`src/lss_pkg.sv`:
```
// Shared constants and types for the laser startup state sequencer.
package lss_pkg;

  // ==========================================================================
  // Register map, byte addresses on the APB bus.
  localparam logic [7:0] ADDR_CMD = 8'h00;
  localparam logic [7:0] ADDR_CFG = 8'h04;
  localparam logic [7:0] ADDR_STATUS = 8'h08;
  localparam logic [7:0] ADDR_PWR_SET = 8'h0C;
  localparam logic [7:0] ADDR_CUR_SET = 8'h10;
  localparam logic [7:0] ADDR_WARM_CUR = 8'h14;
  localparam logic [7:0] ADDR_WARM_TIME = 8'h18;

  // ==========================================================================
  // Command register bits, each a one-cycle strobe when written as one.
  localparam int CMD_STOP = 0;
  localparam int CMD_START = 1;
  localparam int CMD_RESTART = 2;
  localparam int CMD_ABORT = 3;
  localparam int CMD_CLR_FAULT = 4;

  // ==========================================================================
  // Configuration register fields and reset values.
  localparam int CFG_AUTO = 0;
  localparam int CFG_REMOTE = 1;
  localparam int CFG_MODE_LSB = 4;
  localparam int CFG_MODE_MSB = 7;
  localparam logic CFG_AUTO_RST = 1'b1;
  localparam logic CFG_REMOTE_RST = 1'b0;

  // ==========================================================================
  // Run modes, one-hot.
  localparam logic [3:0] MODE_CONST_PWR = 4'h1;
  localparam logic [3:0] MODE_CONST_CUR = 4'h2;
  localparam logic [3:0] MODE_PWR_MOD = 4'h4;
  localparam logic [3:0] MODE_CUR_MOD = 4'h8;

  // ==========================================================================
  // Status register fields.
  localparam int STS_STATE_LSB = 0;
  localparam int STS_STATE_MSB = 2;
  localparam int STS_ILOCK = 4;
  localparam int STS_KEY = 5;
  localparam int STS_REMOTE = 6;
  localparam int STS_TEMP_OK = 7;

  // ==========================================================================
  // Widths and timing.
  localparam int VAL_W = 16;
  localparam int SECS_W = 16;
  localparam logic [VAL_W-1:0] VAL_ZERO = 16'h0000;
  localparam logic [SECS_W-1:0] SECS_ZERO = 16'h0000;
  localparam longint CLK_HZ = 40000000;
  localparam longint ILOCK_FILT_US = 10000;
  localparam longint ILOCK_FILT_CYC = (ILOCK_FILT_US * CLK_HZ) / 1000000;

  // ==========================================================================
  // Sequencer states.
  typedef enum logic [2:0] {
    ST_STANDBY = 3'b000,
    ST_WAIT_KEY = 3'b001,
    ST_WAIT_REMOTE = 3'b010,
    ST_WAIT_TEMP = 3'b011,
    ST_WARMUP = 3'b100,
    ST_LASER_ON = 3'b101,
    ST_FAULT = 3'b110,
    ST_ABORTED = 3'b111
  } lss_state_t;

endpackage : lss_pkg

```
`src/lss_filter.sv`:
```
// Two-flop synchroniser followed by a stability filter for one pin.
`timescale 1ns/100ps
module lss_filter #(
  parameter int unsigned FILT_CYC = 4,
  parameter logic RST_VAL = 1'b0
) (
  input wire logic mclk,
  input wire logic rst,
  input wire logic pin,
  output logic level
);
  import lss_pkg::*;

  localparam int CW = $clog2(FILT_CYC + 1) + 1;

  logic sync1;
  logic sync2;
  logic [CW-1:0] cnt;
  logic [CW-1:0] next_cnt;
  logic next_level;

  // ==========================================================================
  // Synchroniser; the first flop feeds only the second.
  always_ff @(posedge mclk or posedge rst) begin
    if (rst) begin
      sync1 <= RST_VAL;
      sync2 <= RST_VAL;
    end else begin
      sync1 <= pin;
      sync2 <= sync1;
    end
  end

  // Accept a new level only once it has held for the full filter time.
  // Glitches shorter than that are swallowed, at the cost of latency.
  always_comb begin
    next_cnt = cnt;
    next_level = level;
    if (sync2 == level) begin
      next_cnt = '0;
    end else if (cnt >= CW'(FILT_CYC - 1)) begin
      next_cnt = '0;
      next_level = sync2;
    end else begin
      next_cnt = cnt + CW'(1);
    end
  end

  always_ff @(posedge mclk or posedge rst) begin
    if (rst) begin
      cnt <= '0;
      level <= RST_VAL;
    end else begin
      cnt <= next_cnt;
      level <= next_level;
    end
  end

endmodule : lss_filter

```
`src/lss_seq.sv`:
```
// Laser startup and operating-state sequencer with an APB register file.
// Function
// (RULE1) Abort command or cleared fault enters Aborted.
// (RULE2) Aborted: emission inhibited, temperature drives off.
// (RULE3) Fault-caused abort passes through Fault first.
// (RULE4) Only restart command leaves Aborted; a detected fault also moves it to Fault.
// (RULE5) After reset, first state is Standby.
// (RULE6) Stop command enters Standby, emission off.
// (RULE7) Standby keeps enabled temperature controllers running.
// (RULE8) Start or restart from Standby reruns sequence.
// (RULE9) Key wait needs key OFF then ON.
// (RULE10) Operator may need two key toggles.
// (RULE11) Remote enabled: wait for remote ON after key.
// (RULE12) Autostart holds until all temperatures settled.
// (RULE13) Settled temperatures advance through warm-up to on.
// (RULE14) Warm-up: programmable current and seconds, zero skips.
// (RULE15) Laser On reported while armed, modulation aside.
// (RULE16) Clearing a fault moves Fault to Aborted.
// (RULE17) Run mode is one-hot, four modes.
// (RULE18) Power setpoint limited to nominal power.
// (RULE19) Current setpoint limited to maximum current.
// (RULE20) Run mode resets to constant power.
// (RULE21) Autostart resets to enabled.
// (RULE22) Autostart disabled may skip temperature wait.
// (RULE23) Remote ON low stops emission, waits remote.
// (RULE24) Interlock open stops laser, key toggle restarts.
// (RULE25) Interlock filtered within the reaction limit.
// (RULE26) Any detected fault inhibits emission, enters Fault.
//
// The register addresses and the APB slave port were decided locally.
`timescale 1ns/100ps
module lss_seq #(
  parameter int unsigned SEC_CYC = 40000000,
  parameter int unsigned ILOCK_CYC = 400000,
  parameter logic [lss_pkg::VAL_W-1:0] NOM_PWR = 16'h012C,
  parameter logic [lss_pkg::VAL_W-1:0] MAX_CUR = 16'h01B8
) (
  input wire logic mclk,
  input wire logic rst,
  input wire logic psel,
  input wire logic penable,
  input wire logic pwrite,
  input wire logic [7:0] paddr,
  input wire logic [31:0] pwdata,
  output logic [31:0] prdata,
  output logic pready,
  output logic pslverr,
  input wire logic key_on,
  input wire logic remote_on,
  input wire logic ilock_closed,
  input wire logic temp_settled,
  input wire logic fault_det,
  output lss_pkg::lss_state_t state,
  output logic emission_en,
  output logic tec_en,
  output logic warm_drive_en,
  output logic [lss_pkg::VAL_W-1:0] warm_cur,
  output logic [3:0] run_mode,
  output logic [lss_pkg::VAL_W-1:0] pwr_set,
  output logic [lss_pkg::VAL_W-1:0] cur_set
);
  import lss_pkg::*;

  localparam int SC_W = $clog2(SEC_CYC + 1);

  // ==========================================================================
  // Declarations.
  logic key_lvl;
  logic remote_lvl;
  logic ilock_lvl;
  logic temp_lvl;
  logic fault_lvl;
  logic auto_en;
  logic remote_en;
  logic [SECS_W-1:0] warm_secs;
  logic next_auto_en;
  logic next_remote_en;
  logic [3:0] next_run_mode;
  logic [VAL_W-1:0] next_pwr_set;
  logic [VAL_W-1:0] next_cur_set;
  logic [VAL_W-1:0] next_warm_cur;
  logic [SECS_W-1:0] next_warm_secs;
  logic [31:0] next_prdata;
  logic next_pslverr;
  logic wr_acc;
  logic [4:0] cmd;
  lss_state_t next_state;
  logic boot;
  logic next_boot;
  logic key_off_seen;
  logic next_key_off_seen;
  logic [SC_W-1:0] sub_cnt;
  logic [SC_W-1:0] next_sub_cnt;
  logic [SECS_W-1:0] sec_cnt;
  logic [SECS_W-1:0] next_sec_cnt;
  logic running;

  // ==========================================================================
  // Input conditioning. The interlock filter stays well inside the
  // reaction limit; other pins only need their synchronisers.
  lss_filter #(.FILT_CYC(ILOCK_CYC), .RST_VAL(1'b0)) u_ilock ( // RULE25
    .mclk(mclk),
    .rst(rst),
    .pin(ilock_closed),
    .level(ilock_lvl)
  );
  // The key resets as on, so the reset value never counts as a turn-off.
  lss_filter #(.FILT_CYC(1), .RST_VAL(1'b1)) u_key (
    .mclk(mclk),
    .rst(rst),
    .pin(key_on),
    .level(key_lvl)
  );
  lss_filter #(.FILT_CYC(1), .RST_VAL(1'b0)) u_remote (
    .mclk(mclk),
    .rst(rst),
    .pin(remote_on),
    .level(remote_lvl)
  );
  lss_filter #(.FILT_CYC(1), .RST_VAL(1'b0)) u_temp (
    .mclk(mclk),
    .rst(rst),
    .pin(temp_settled),
    .level(temp_lvl)
  );
  lss_filter #(.FILT_CYC(1), .RST_VAL(1'b0)) u_fault (
    .mclk(mclk),
    .rst(rst),
    .pin(fault_det),
    .level(fault_lvl)
  );

  // ==========================================================================
  // APB slave. Zero wait states: writes land at the access edge and read
  // data is prepared during the setup cycle so it leaves a flop.
  assign wr_acc = psel & penable & pwrite;
  assign cmd = (wr_acc && paddr == ADDR_CMD) ? pwdata[4:0] : 5'h00;

  always_comb begin
    next_auto_en = auto_en;
    next_remote_en = remote_en;
    next_run_mode = run_mode;
    next_pwr_set = pwr_set;
    next_cur_set = cur_set;
    next_warm_cur = warm_cur;
    next_warm_secs = warm_secs;
    next_prdata = prdata;
    next_pslverr = 1'b0;
    if (psel && !penable) begin
      next_prdata = 32'h0000_0000;
      unique case (paddr)
        ADDR_CMD: begin
          next_prdata = 32'h0000_0000;
        end
        ADDR_CFG: begin
          next_prdata[CFG_AUTO] = auto_en;
          next_prdata[CFG_REMOTE] = remote_en;
          next_prdata[CFG_MODE_MSB:CFG_MODE_LSB] = run_mode;
          if (pwrite && !$onehot(pwdata[CFG_MODE_MSB:CFG_MODE_LSB])) begin
            next_pslverr = 1'b1; // RULE17
          end
        end
        ADDR_STATUS: begin
          next_prdata[STS_STATE_MSB:STS_STATE_LSB] = state;
          next_prdata[STS_ILOCK] = ilock_lvl;
          next_prdata[STS_KEY] = key_lvl;
          next_prdata[STS_REMOTE] = remote_lvl;
          next_prdata[STS_TEMP_OK] = temp_lvl;
        end
        ADDR_PWR_SET: begin
          next_prdata[VAL_W-1:0] = pwr_set;
          if (pwrite && (pwdata[31:VAL_W] != '0 ||
              pwdata[VAL_W-1:0] > NOM_PWR)) begin
            next_pslverr = 1'b1; // RULE18
          end
        end
        ADDR_CUR_SET: begin
          next_prdata[VAL_W-1:0] = cur_set;
          if (pwrite && (pwdata[31:VAL_W] != '0 ||
              pwdata[VAL_W-1:0] > MAX_CUR)) begin
            next_pslverr = 1'b1; // RULE19
          end
        end
        ADDR_WARM_CUR: begin
          next_prdata[VAL_W-1:0] = warm_cur;
        end
        ADDR_WARM_TIME: begin
          next_prdata[SECS_W-1:0] = warm_secs;
        end
        default: begin
          next_pslverr = 1'b1;
        end
      endcase
    end else if (psel && penable) begin
      next_pslverr = pslverr;
    end
    // A write flagged in setup is refused and leaves the register as is.
    if (wr_acc && !pslverr) begin
      unique case (paddr)
        ADDR_CFG: begin
          next_auto_en = pwdata[CFG_AUTO];
          next_remote_en = pwdata[CFG_REMOTE];
          next_run_mode = pwdata[CFG_MODE_MSB:CFG_MODE_LSB]; // RULE17
        end
        ADDR_PWR_SET: next_pwr_set = pwdata[VAL_W-1:0]; // RULE18
        ADDR_CUR_SET: next_cur_set = pwdata[VAL_W-1:0]; // RULE19
        ADDR_WARM_CUR: next_warm_cur = pwdata[VAL_W-1:0]; // RULE14
        ADDR_WARM_TIME: next_warm_secs = pwdata[SECS_W-1:0]; // RULE14
        default: begin
        end
      endcase
    end
  end

  always_ff @(posedge mclk or posedge rst) begin
    if (rst) begin
      auto_en <= CFG_AUTO_RST; // RULE21
      remote_en <= CFG_REMOTE_RST;
      run_mode <= MODE_CONST_PWR; // RULE20
      pwr_set <= VAL_ZERO;
      cur_set <= VAL_ZERO;
      warm_cur <= VAL_ZERO; // RULE14
      warm_secs <= SECS_ZERO; // RULE14
      prdata <= 32'h0000_0000;
      pslverr <= 1'b0;
      pready <= 1'b0;
    end else begin
      auto_en <= next_auto_en;
      remote_en <= next_remote_en;
      run_mode <= next_run_mode;
      pwr_set <= next_pwr_set;
      cur_set <= next_cur_set;
      warm_cur <= next_warm_cur;
      warm_secs <= next_warm_secs;
      prdata <= next_prdata;
      pslverr <= next_pslverr;
      pready <= 1'b1;
    end
  end

  // ==========================================================================
  // Sequencer. Priority: fault, abort, stop, interlock, remote, then the
  // normal forward steps of the startup sequence.
  assign running = (state == ST_WAIT_REMOTE) || (state == ST_WAIT_TEMP) ||
                   (state == ST_WARMUP) || (state == ST_LASER_ON);

  always_comb begin
    next_state = state;
    next_boot = 1'b0;
    next_key_off_seen = key_off_seen | ~key_lvl;
    next_sub_cnt = '0;
    next_sec_cnt = '0;
    if (fault_lvl && state != ST_FAULT) begin
      next_state = ST_FAULT; // RULE26 RULE3
    end else if (state == ST_FAULT) begin
      // A clear while the fault is still present is ignored.
      if (cmd[CMD_CLR_FAULT] && !fault_lvl) begin // RULE3
        next_state = ST_ABORTED; // RULE16 RULE1
      end
    end else if (cmd[CMD_ABORT]) begin
      next_state = ST_ABORTED; // RULE1
    end else if (state == ST_ABORTED) begin
      if (cmd[CMD_RESTART]) begin
        next_state = ST_WAIT_KEY; // RULE4
        next_key_off_seen = 1'b0;
      end
    end else if (cmd[CMD_STOP]) begin
      next_state = ST_STANDBY; // RULE6
    end else if (running && !ilock_lvl) begin
      next_state = ST_WAIT_KEY; // RULE24
      next_key_off_seen = 1'b0;
    end else if (remote_en && !remote_lvl &&
                 state != ST_STANDBY && state != ST_WAIT_KEY &&
                 state != ST_WAIT_REMOTE) begin
      next_state = ST_WAIT_REMOTE; // RULE23
    end else begin
      unique case (state)
        ST_STANDBY: begin
          // After reset the sequence leaves Standby on its own only when
          // autostart is on; otherwise the host must start it.
          if (cmd[CMD_START] || cmd[CMD_RESTART] || (boot && auto_en)) begin
            next_state = ST_WAIT_KEY; // RULE8 RULE5
            next_key_off_seen = 1'b0;
          end
        end
        ST_WAIT_KEY: begin
          // A key already on does not count; the off level must be seen.
          if (key_off_seen && key_lvl && ilock_lvl) begin // RULE9 RULE10
            next_state = remote_en ? ST_WAIT_REMOTE : ST_WAIT_TEMP; // RULE11
          end
        end
        ST_WAIT_REMOTE: begin
          if (!remote_en || remote_lvl) begin
            next_state = ST_WAIT_TEMP; // RULE11
          end
        end
        ST_WAIT_TEMP: begin
          if (temp_lvl || !auto_en) begin // RULE12 RULE22
            next_state = ST_WARMUP; // RULE13
          end
        end
        ST_WARMUP: begin
          next_sub_cnt = sub_cnt;
          next_sec_cnt = sec_cnt;
          if (sec_cnt >= warm_secs) begin
            next_state = ST_LASER_ON; // RULE13 RULE14
          end else if (sub_cnt >= SC_W'(SEC_CYC - 1)) begin
            next_sub_cnt = '0;
            next_sec_cnt = sec_cnt + SECS_W'(1);
          end else begin
            next_sub_cnt = sub_cnt + SC_W'(1);
          end
        end
        ST_LASER_ON: begin
          next_state = ST_LASER_ON; // RULE15
        end
        ST_FAULT: begin
          next_state = ST_FAULT;
        end
        ST_ABORTED: begin
          next_state = ST_ABORTED;
        end
      endcase
    end
  end

  always_ff @(posedge mclk or posedge rst) begin
    if (rst) begin
      state <= ST_STANDBY; // RULE5
      boot <= 1'b1;
      key_off_seen <= 1'b0;
      sub_cnt <= '0;
      sec_cnt <= '0;
    end else begin
      state <= next_state;
      boot <= next_boot;
      key_off_seen <= next_key_off_seen;
      sub_cnt <= next_sub_cnt;
      sec_cnt <= next_sec_cnt;
    end
  end

  // ==========================================================================
  // Drive outputs, registered from the next state so they change together
  // with the state. Emission is armed only in Laser On, whatever the
  // run mode.
  always_ff @(posedge mclk or posedge rst) begin
    if (rst) begin
      emission_en <= 1'b0;
      tec_en <= 1'b1;
      warm_drive_en <= 1'b0;
    end else begin
      emission_en <= (next_state == ST_LASER_ON); // RULE15 RULE26 RULE2
      tec_en <= (next_state != ST_ABORTED); // RULE2 RULE7
      warm_drive_en <= (next_state == ST_WARMUP) &&
                       (warm_secs != SECS_ZERO); // RULE14
    end
  end

endmodule : lss_seq

```
`config.mk`:
```
export PLATFORM = sky130hd
export DESIGN_NAME = lss_seq
export DESIGN_NICKNAME = d
export VERILOG_FILES = /design/src/lss_pkg.sv /design/src/lss_filter.sv /design/src/lss_seq.sv
export SDC_FILE = /design/constraint.sdc
export NUM_CORES = 1
export LEC_CHECK = 0
export BUFFER_PORTS_ARGS = -buffer_cell sky130_fd_sc_hd__buf_4
export CORE_ASPECT_RATIO = 0.5
export CORE_UTILIZATION = 45
export CTS_BUF_LIST = sky130_fd_sc_hd__clkbuf_4
export DETAILED_ROUTE_END_ITERATION = 10
export GPL_ROUTABILITY_DRIVEN = 0
export GPL_TIMING_DRIVEN = 0
export HOLD_SLACK_MARGIN = 0.05
export PLACE_DENSITY = 0.66
export RECOVER_POWER = 50
export REMOVE_ABC_BUFFERS = 1
export SLEW_MARGIN = 20
export SYNTH_ARGS = -nofsm -noshare
export SYNTH_HDL_FRONTEND = slang
export SYNTH_HIERARCHICAL = 1
export SYNTH_SLANG_ARGS = --single-unit
```
`constraint.sdc`:
```
create_clock -name mclk -period 5.76 [get_ports mclk]
set_clock_uncertainty 0.15 [all_clocks]
set_input_delay 1.152 -clock mclk [delete_from_list [all_inputs] [get_ports mclk]]
set_output_delay 1.152 -clock mclk [all_outputs]
set_load 0.005 [all_outputs]
```
==> flow_summary_export.csv, run 1 <==
group,metric,value,unit
floorplanning,num_rows,36,
hold_path,holdPathEnd,"u_remote/level",
sta,hold_violations,0,
route,antenna_left,0,
floorplanning,start_util,46.2,%
logic_synthesis,synth_edf_count,0,
power_and_ir_drop,power_frac_comb,6.1,%
final_layout,final_nets,1091,
job,drv_cap,1,
route,first_pass_iters,5,
sta,rsz0062_at_grt,"no",
hold_path,min_from,"u_remote/sync2",
floorplanning,die_width,202,microns
logic_synthesis,synthArstFlopShare,100,%
sta,setup_ws,2.16,ns
clocking,clk-insertion-delay-late,0.58,ns
worst_setup_path,critPathMaxFanout,19,
worst_setup_path,crit_required,6.08,ns
logic_synthesis,synthFlopType,"dfrtp_1",
clocking,clk_pin_slew,0.14,ns
place,io_buffer_count,125,
clocking,cts_root_buffer,"clkbuf_4",
worst_setup_path,r2r_end,"sub_cnt[6]",
clocking,post_cts_buffers,0,
worst_setup_path,endpoint_kind,"flip-flop",
hold_path,hold_path.class,"flip-flop to flip-flop",
worst_setup_path,r2r_cells,8,
sta,slew_headroom,-39.8,%
grt,grt_max_degree,96,
power_and_ir_drop,switchingPower,0.000539,W
power_and_ir_drop,swShare,26.4,%
sta,timing.hold.ws,0.215,ns
grt,antenna_found_initial,1,
sta,fin_crit_sh,62.5,%
grt,grt_pass1_wl,35.3,mm
sta,final-max-slew-violation-count,44,
logic_synthesis,yosys_register_bits,173,
final_layout,final_cell_mix,"166 x dfrtp_1, 120 x buf_4, 89 x nand2_1",
route,num_vias,7150,
worst_setup_path,worstSetupStartpointType,"input port",
logic_synthesis,ys_types,83,
sta,tightest_slew,2.09,ns
route,wl_per_cell,16.8,microns
power_and_ir_drop,power_frac_clock,32.7,%
clocking,hold_buffers,0,
run_status,status,"finished with violations",
power_and_ir_drop,power_frac_seq,61.2,%
final_layout,final_common_cell,"dfrtp_1",
logic_synthesis,yosysSeqAreaShare,48.1,%
clocking,clock_path_buffers,2,
floorplanning,core_area,0.0195,sq mm
worst_setup_path,reg2reg_from,"state[1]",
clocking,tritoncts,"done",
final_layout,areaGrowthSynthToFinish,15.0,%
logic_synthesis,synth.avg_cell_area,10.0,sq um
clocking,cts_resized,0,
run_status,violations,"capacitance limit, slew limit",
place,dp_hpwl,15.5,mm
grt,grt-ovfl-total,0,
place,post-place-ws,1.62,ns
floorplanning,die_y,102,microns
hold_path,holdPathStages,0,
route,drtIter0Drc,464,
clocking,h-tree-depth,4,
sta,setup_viol,0,
worst_setup_path,path_class,"input port to flip-flop",
logic_synthesis,syn_area,0.00902,sq mm
floorplanning,io_pins,142,
logic_synthesis,synthCells,899,
logic_synthesis,yosysWarningCount,6,
sta,finalCriticalPeriod,3.60,ns
logic_synthesis,yosysTopAreaCell,"dfrtp_1",
worst_setup_path,r2r_setup_slack,2.52,ns
sta,fmax,278,MHz
route,drcViolationCount,0,
final_layout,layout.cells.non_filler,1295,
worst_setup_path,crit_arrival,3.92,ns
route,routed_wl,21.7,mm
logic_synthesis,synth_top_area_share,46.0,%
floorplanning,die-area,0.0207,sq mm
power_and_ir_drop,leakage,4.81,nW
grt,grt_pass1_vias,6710,
final_layout,layout-drive-gt1-share,24.2,%
route,viasPerCell,5.52,
logic_synthesis,synth_area_leaders,"dfrtp_1 46%, mux2_2 5.2%, o21ai_0 4.5%",
place,dpl.cell_count,1262,
power_and_ir_drop,ir_drop,0.101,mV
power_and_ir_drop,p_per_area,196,mW/mm^2
grt,track_usage,21.6,%
clocking,cts.sinks,173,
power_and_ir_drop,p_int,0.00150,W
clocking,cts_buffers,17,
state kept, by name (all words and copies together), names as in the netlist, 3 cells and up:
name / count
warm_secs: 16
pwr_set: 16
warm_cur: 16
cur_set: 16
sec_cnt: 16
run_mode: 4
prdata: 16
sub_cnt: 26
state: 3
u_ilock/cnt: 20
power groups by stage:
stage | combinational [W] | sequential [W] | clock, W
final | 0.000125 | 0.00125 | 0.000666
after CTS | 0.000130 | 0.00125 | 0.000685
after detailed placement | 0.000129 | 0.00127 | 0
after global placement | 0.000122 | 0.00127 | 0
after global routing | 0.000142 | 0.00125 | 0.000736
after floorplan | 0.0000594 | 0.00127 | 0
how the worst max path moves through the flow:
stage                        start  cells past startpoint  slack, ns          end
after floorplan                rst                      1       0.77   cur_set[0]
after global placement         rst                      2      -0.95    prdata[9]
after detailed placement  paddr[7]                      6       1.62  pwr_set[12]
after CTS                 paddr[7]                      6       2.26  pwr_set[12]
after global routing      paddr[7]                      6       2.05  pwr_set[11]
final                     paddr[7]                      6       2.16  pwr_set[12]
routing by layer:
metal | share of wire [%] | track usage, %
met2 | 45 | 32.9
met1 | 49 | 31.2
met3 | 5.1 | 4.91
met5 | 0 | 0
met4 | 0.88 | 5.73
cell usage after synthesis, types with 12 or more instances:
| master | count |
|---|---|
| inv_1 | 42 |
| nand2b_1 | 13 |
| nand2_1 | 89 |
| nor2_1 | 66 |
| ha_1 | 25 |
| mux2_2 | 42 |
| dfrtp_1 | 166 |
| o21ai_0 | 82 |
| a21oi_1 | 21 |
| o31ai_1 | 23 |
| a22o_1 | 12 |
| clkbuf_1 | 19 |
| a221oi_1 | 15 |
| nand4_1 | 16 |
| nor4_1 | 14 |
| a22oi_1 | 14 |
| o21ai_1 | 12 |
| nand3_1 | 35 |
| nor3_1 | 13 |
| buf_4 | 16 |
kinds of logic after synthesis:
| group | count (synthesis) | share of synthesized area (%) |
|---|---|---|
| muxes | 49 | 6.11 |
| AOI/OAI and AO/OA | 230 | 17.5 |
| buffers and inverters | 92 | 4.96 |
| adders and majority gates | 26 | 3.69 |
| xor gates and xnor gates | 16 | 1.55 |
| DFF | 173 | 48.1 |
| other | 3 | 0.125 |
| and+or+nand+nor | 310 | 18.0 |
worst max-delay path, cell delays in order:
cell and delay (ns):
buf_4 0.11, nor4_1 0.42, nand2_1 0.18, nor2_2 0.73
nand2_1 0.80, mux2_2 0.52
cell type report:
cell class	instances	area, sq um
sequential	173	4340
fill	1818	9170
clock buffer	18	135
antenna	1	2.50
multi-input combinational	650	4290
tap	266	333
timing repair buffer	130	1000
clock inverter	14	119
inverter	43	163
through the flow:
step / setup TNS, ns / area (sq um) / utilization (%) / total power (W)
after floorplan: 0 / 8800 / - / 0.00133
after global placement: -124.99 / 10100 / 51.5 / 0.00139
final: 0 / 10400 / 53.1 / 0.00204
after CTS: 0 / 10400 / 53.3 / 0.00206
after global routing: 0 / 10400 / 53.1 / 0.00213
after detailed placement: 0 / 10200 / 52.0 / 0.00140
No activity file was read; power rests on OpenSTA's default activity.
==> run 2, diff against run 1 <==
- clock period: 5.76 -> 3.5 ns (I/O delays scaled with it)
==> run 2 against run 1 <==
The run still ends with capacitance limit, slew limit left. Sequential power is 64% higher. Cell area grew 0.65%. Sequential cell count stayed put. Register-to-register slack worse by 2.2 ns. Wire length grew 0.19%. Final cell count rose by 0.46%. Global-route usage up 0.064 points. Core utilization rose by 0.35 points. Power up 65%. Critical path depth rose by 3. Critical endpoint is now sub_cnt[12]. Largest cell class unchanged. Highest routed layer unchanged.
==> flow_summary_export.csv, run 2 (synthesis results as in run 1) <==
group,metric,value,unit
route,antenna_left,0,
sta,slew_headroom,-18.2,%
final_layout,final_cell_mix,"166 x dfrtp_1, 118 x buf_4, 89 x nand2_1",
power_and_ir_drop,power_frac_seq,61.1,%
route,routed_wl,21.8,mm
final_layout,final_common_cell,"dfrtp_1",
grt,antenna_found_initial,1,
worst_setup_path,crit_chain,"inv_1 > ha_1 > nor2_1 > nor3_4 > nand3_2 > nor2_2 > buf_6 > o21ai_0 > a22o_1",
power_and_ir_drop,power_frac_comb,6.3,%
worst_setup_path,slowest_stage,"nor2_2",
worst_setup_path,r2r_end,"sub_cnt[12]",
worst_setup_path,crit_arrival,3.52,ns
worst_setup_path,reg2reg_from,"state[1]",
power_and_ir_drop,power_frac_clock,32.6,%
sta,setup_viol,0,
sta,fin_crit_sh,91.2,%
worst_setup_path,cp_num_buf_inv,2,
clocking,clk_pin_slew,0.15,ns
clocking,cts_buffers,17,
final_layout,largest_register,"sub_cnt",
worst_setup_path,worstSetupStartpointType,"flip-flop",
clocking,cts_root_buffer,"clkbuf_4",
power_and_ir_drop,swShare,26.4,%
route,drtIter0Drc,517,
sta,fmax,313,MHz
grt,grt_pass1_wl,35.4,mm
clocking,tritoncts,"done",
route,viasPerCell,5.53,
sta,tightest_slew,1.77,ns
worst_setup_path,path_class,"flip-flop to flip-flop",
worst_setup_path,cpPeakStageDelay,0.65,ns
job,drv_cap,1,
worst_setup_path,crit_start,"state[1]",
floorplanning,die_width,202,microns
route,wl_per_cell,16.7,microns
power_and_ir_drop,p_total,0.00336,W
floorplanning,core_area,0.0195,sq mm
clocking,post_cts_buffers,0,
floorplanning,num_rows,36,
sta,rsz0062_at_grt,"no",
power_and_ir_drop,leakage,4.84,nW
worst_setup_path,critPathMaxFanout,19,
power_and_ir_drop,p_int,0.00247,W
clocking,clock_path_buffers,2,
clocking,h-tree-depth,4,
final_layout,stdcell_area,0.0104,sq mm
grt,track_usage,21.7,%
worst_setup_path,endpoint_kind,"flip-flop",
route,drcViolationCount,0,
final_layout,reg_top3,"sub_cnt: 26 flops, u_ilock/cnt: 20 flops",
sta,setup_tns,0,ns
worst_setup_path,critical-path-top-delay-family,"simple AND/OR/NAND/NOR gates",
hold_path,hold_path.class,"input port to flip-flop",
route,first_pass_iters,5,
power_and_ir_drop,switchingPower,0.000888,W
power_and_ir_drop,ir_drop,0.167,mV
sta,final-max-slew-violation-count,44,
sta,hold_violations,0,
worst_setup_path,crit_required,3.83,ns
place,post_dp_cell_area,0.0102,sq mm
worst_setup_path,r2r_cells,9,
floorplanning,die-area,0.0207,sq mm
place,dp_hpwl,15.5,mm
final_layout,layout-drive-gt1-share,24.0,%
grt,grt-ovfl-total,0,
grt,grt_pass1_vias,6733,
clocking,cts.sinks,173,
final_layout,largest_reg_flops,26,
clocking,clk-insertion-delay-late,0.58,ns
run_status,status,"finished with violations",
worst_setup_path,cp.depth,9,
grt,grt_max_degree,96,
worst_setup_path,crit_path_end,"sub_cnt[12]",
power_and_ir_drop,p_per_area,322,mW/mm^2
route,num_vias,7200,
sta,finalCriticalPeriod,3.19,ns
final_layout,final_nets,1097,
floorplanning,die_y,102,microns
place,io_buffer_count,125,
floorplanning,io_pins,142,
floorplanning,start_util,46.2,%
final_layout,areaGrowthSynthToFinish,15.8,%
run_status,violations,"capacitance limit, slew limit",
worst_setup_path,r2r_setup_slack,0.31,ns
==> run 2: cell types whose count changed in the layout (fill, tap and decap cells not counted) <==
cell,before,now
nand4_2,3,2
clkbuf_4,24,26
clkinvlp_2,1,0
buf_4,120,118
dlygate4sd3_1,0,6
inv_1,41,42
nand4_4,1,2
==> run 2: area by class of cell <==
class / count / area (sq um)
fill: 1811 / 9100
sequential: 173 / 4340
multi-input combinational: 650 / 4300
timing repair buffer: 136 / 1060
tap: 266 / 333
inverter: 43 / 161
clock buffer: 18 / 135
clock inverter: 14 / 119
antenna: 1 / 2.50
==> run 2: worst min-delay path by stage <==
stage,start,end,slack [ns],depth (start not counted)
final,pwdata[14],warm_secs[14],0.21,3
after floorplan,u_fault/sync2,u_fault/level,0.18,0
after global routing,pwdata[10],warm_cur[10],0.18,2
after CTS,pwdata[14],warm_secs[14],0.17,3
after global placement,u_temp/sync1,u_temp/sync2,0.18,0
after detailed placement,u_remote/sync2,u_remote/level,0.19,0
==> run 2: power groups by stage <==
stage               combinational, W  sequential (W)  clock [W]
finish                      0.000211         0.00205    0.00110
global route                0.000240         0.00206    0.00121
CTS                         0.000219         0.00205    0.00113
detailed placement          0.000213         0.00209          0
global placement            0.000202         0.00209          0
floorplan                  0.0000978         0.00208          0
==> run 2: worst reg2reg max path, cell delays in order, from the launching register on <==
cell and delay, ns:
dfrtp_1 0.60, inv_1 0.15, ha_1 0.44, nor2_1 0.15, nor3_4 0.24, nand3_2 0.17
nor2_2 0.65, buf_6 0.25, o21ai_0 0.10, a22o_1 0.21
==> run 2: through the flow <==
step                setup slack [ns]  utilization (%)  std cells  hold slack [ns]
floorplan                      -1.04                -        866            0.181
finish                         0.310             53.4       1301            0.213
detailed placement            -0.192             52.0       1262            0.186
CTS                            0.247             53.6       1300            0.170
global route                  0.0788             53.4       1301            0.180
global placement               -2.75             51.5       1257            0.184
==> run 2: routing by layer <==
layer,up-vias,part of all wire [%],routed length [microns],track usage (%)
met4,0,0.73,158,5.73
met1,3540,49,10700,31.2
met3,11,5.0,1090,4.91
met5,-,0,0,0
met2,169,45,9770,33.1
li1,3480,-,-,-
==> run 2: what timing repair did <==
action	CTS	global route
hold buffers	6	0
endpoints found under the hold margin	59	0
setup endpoints to repair	0	1
resized for setup	0	1
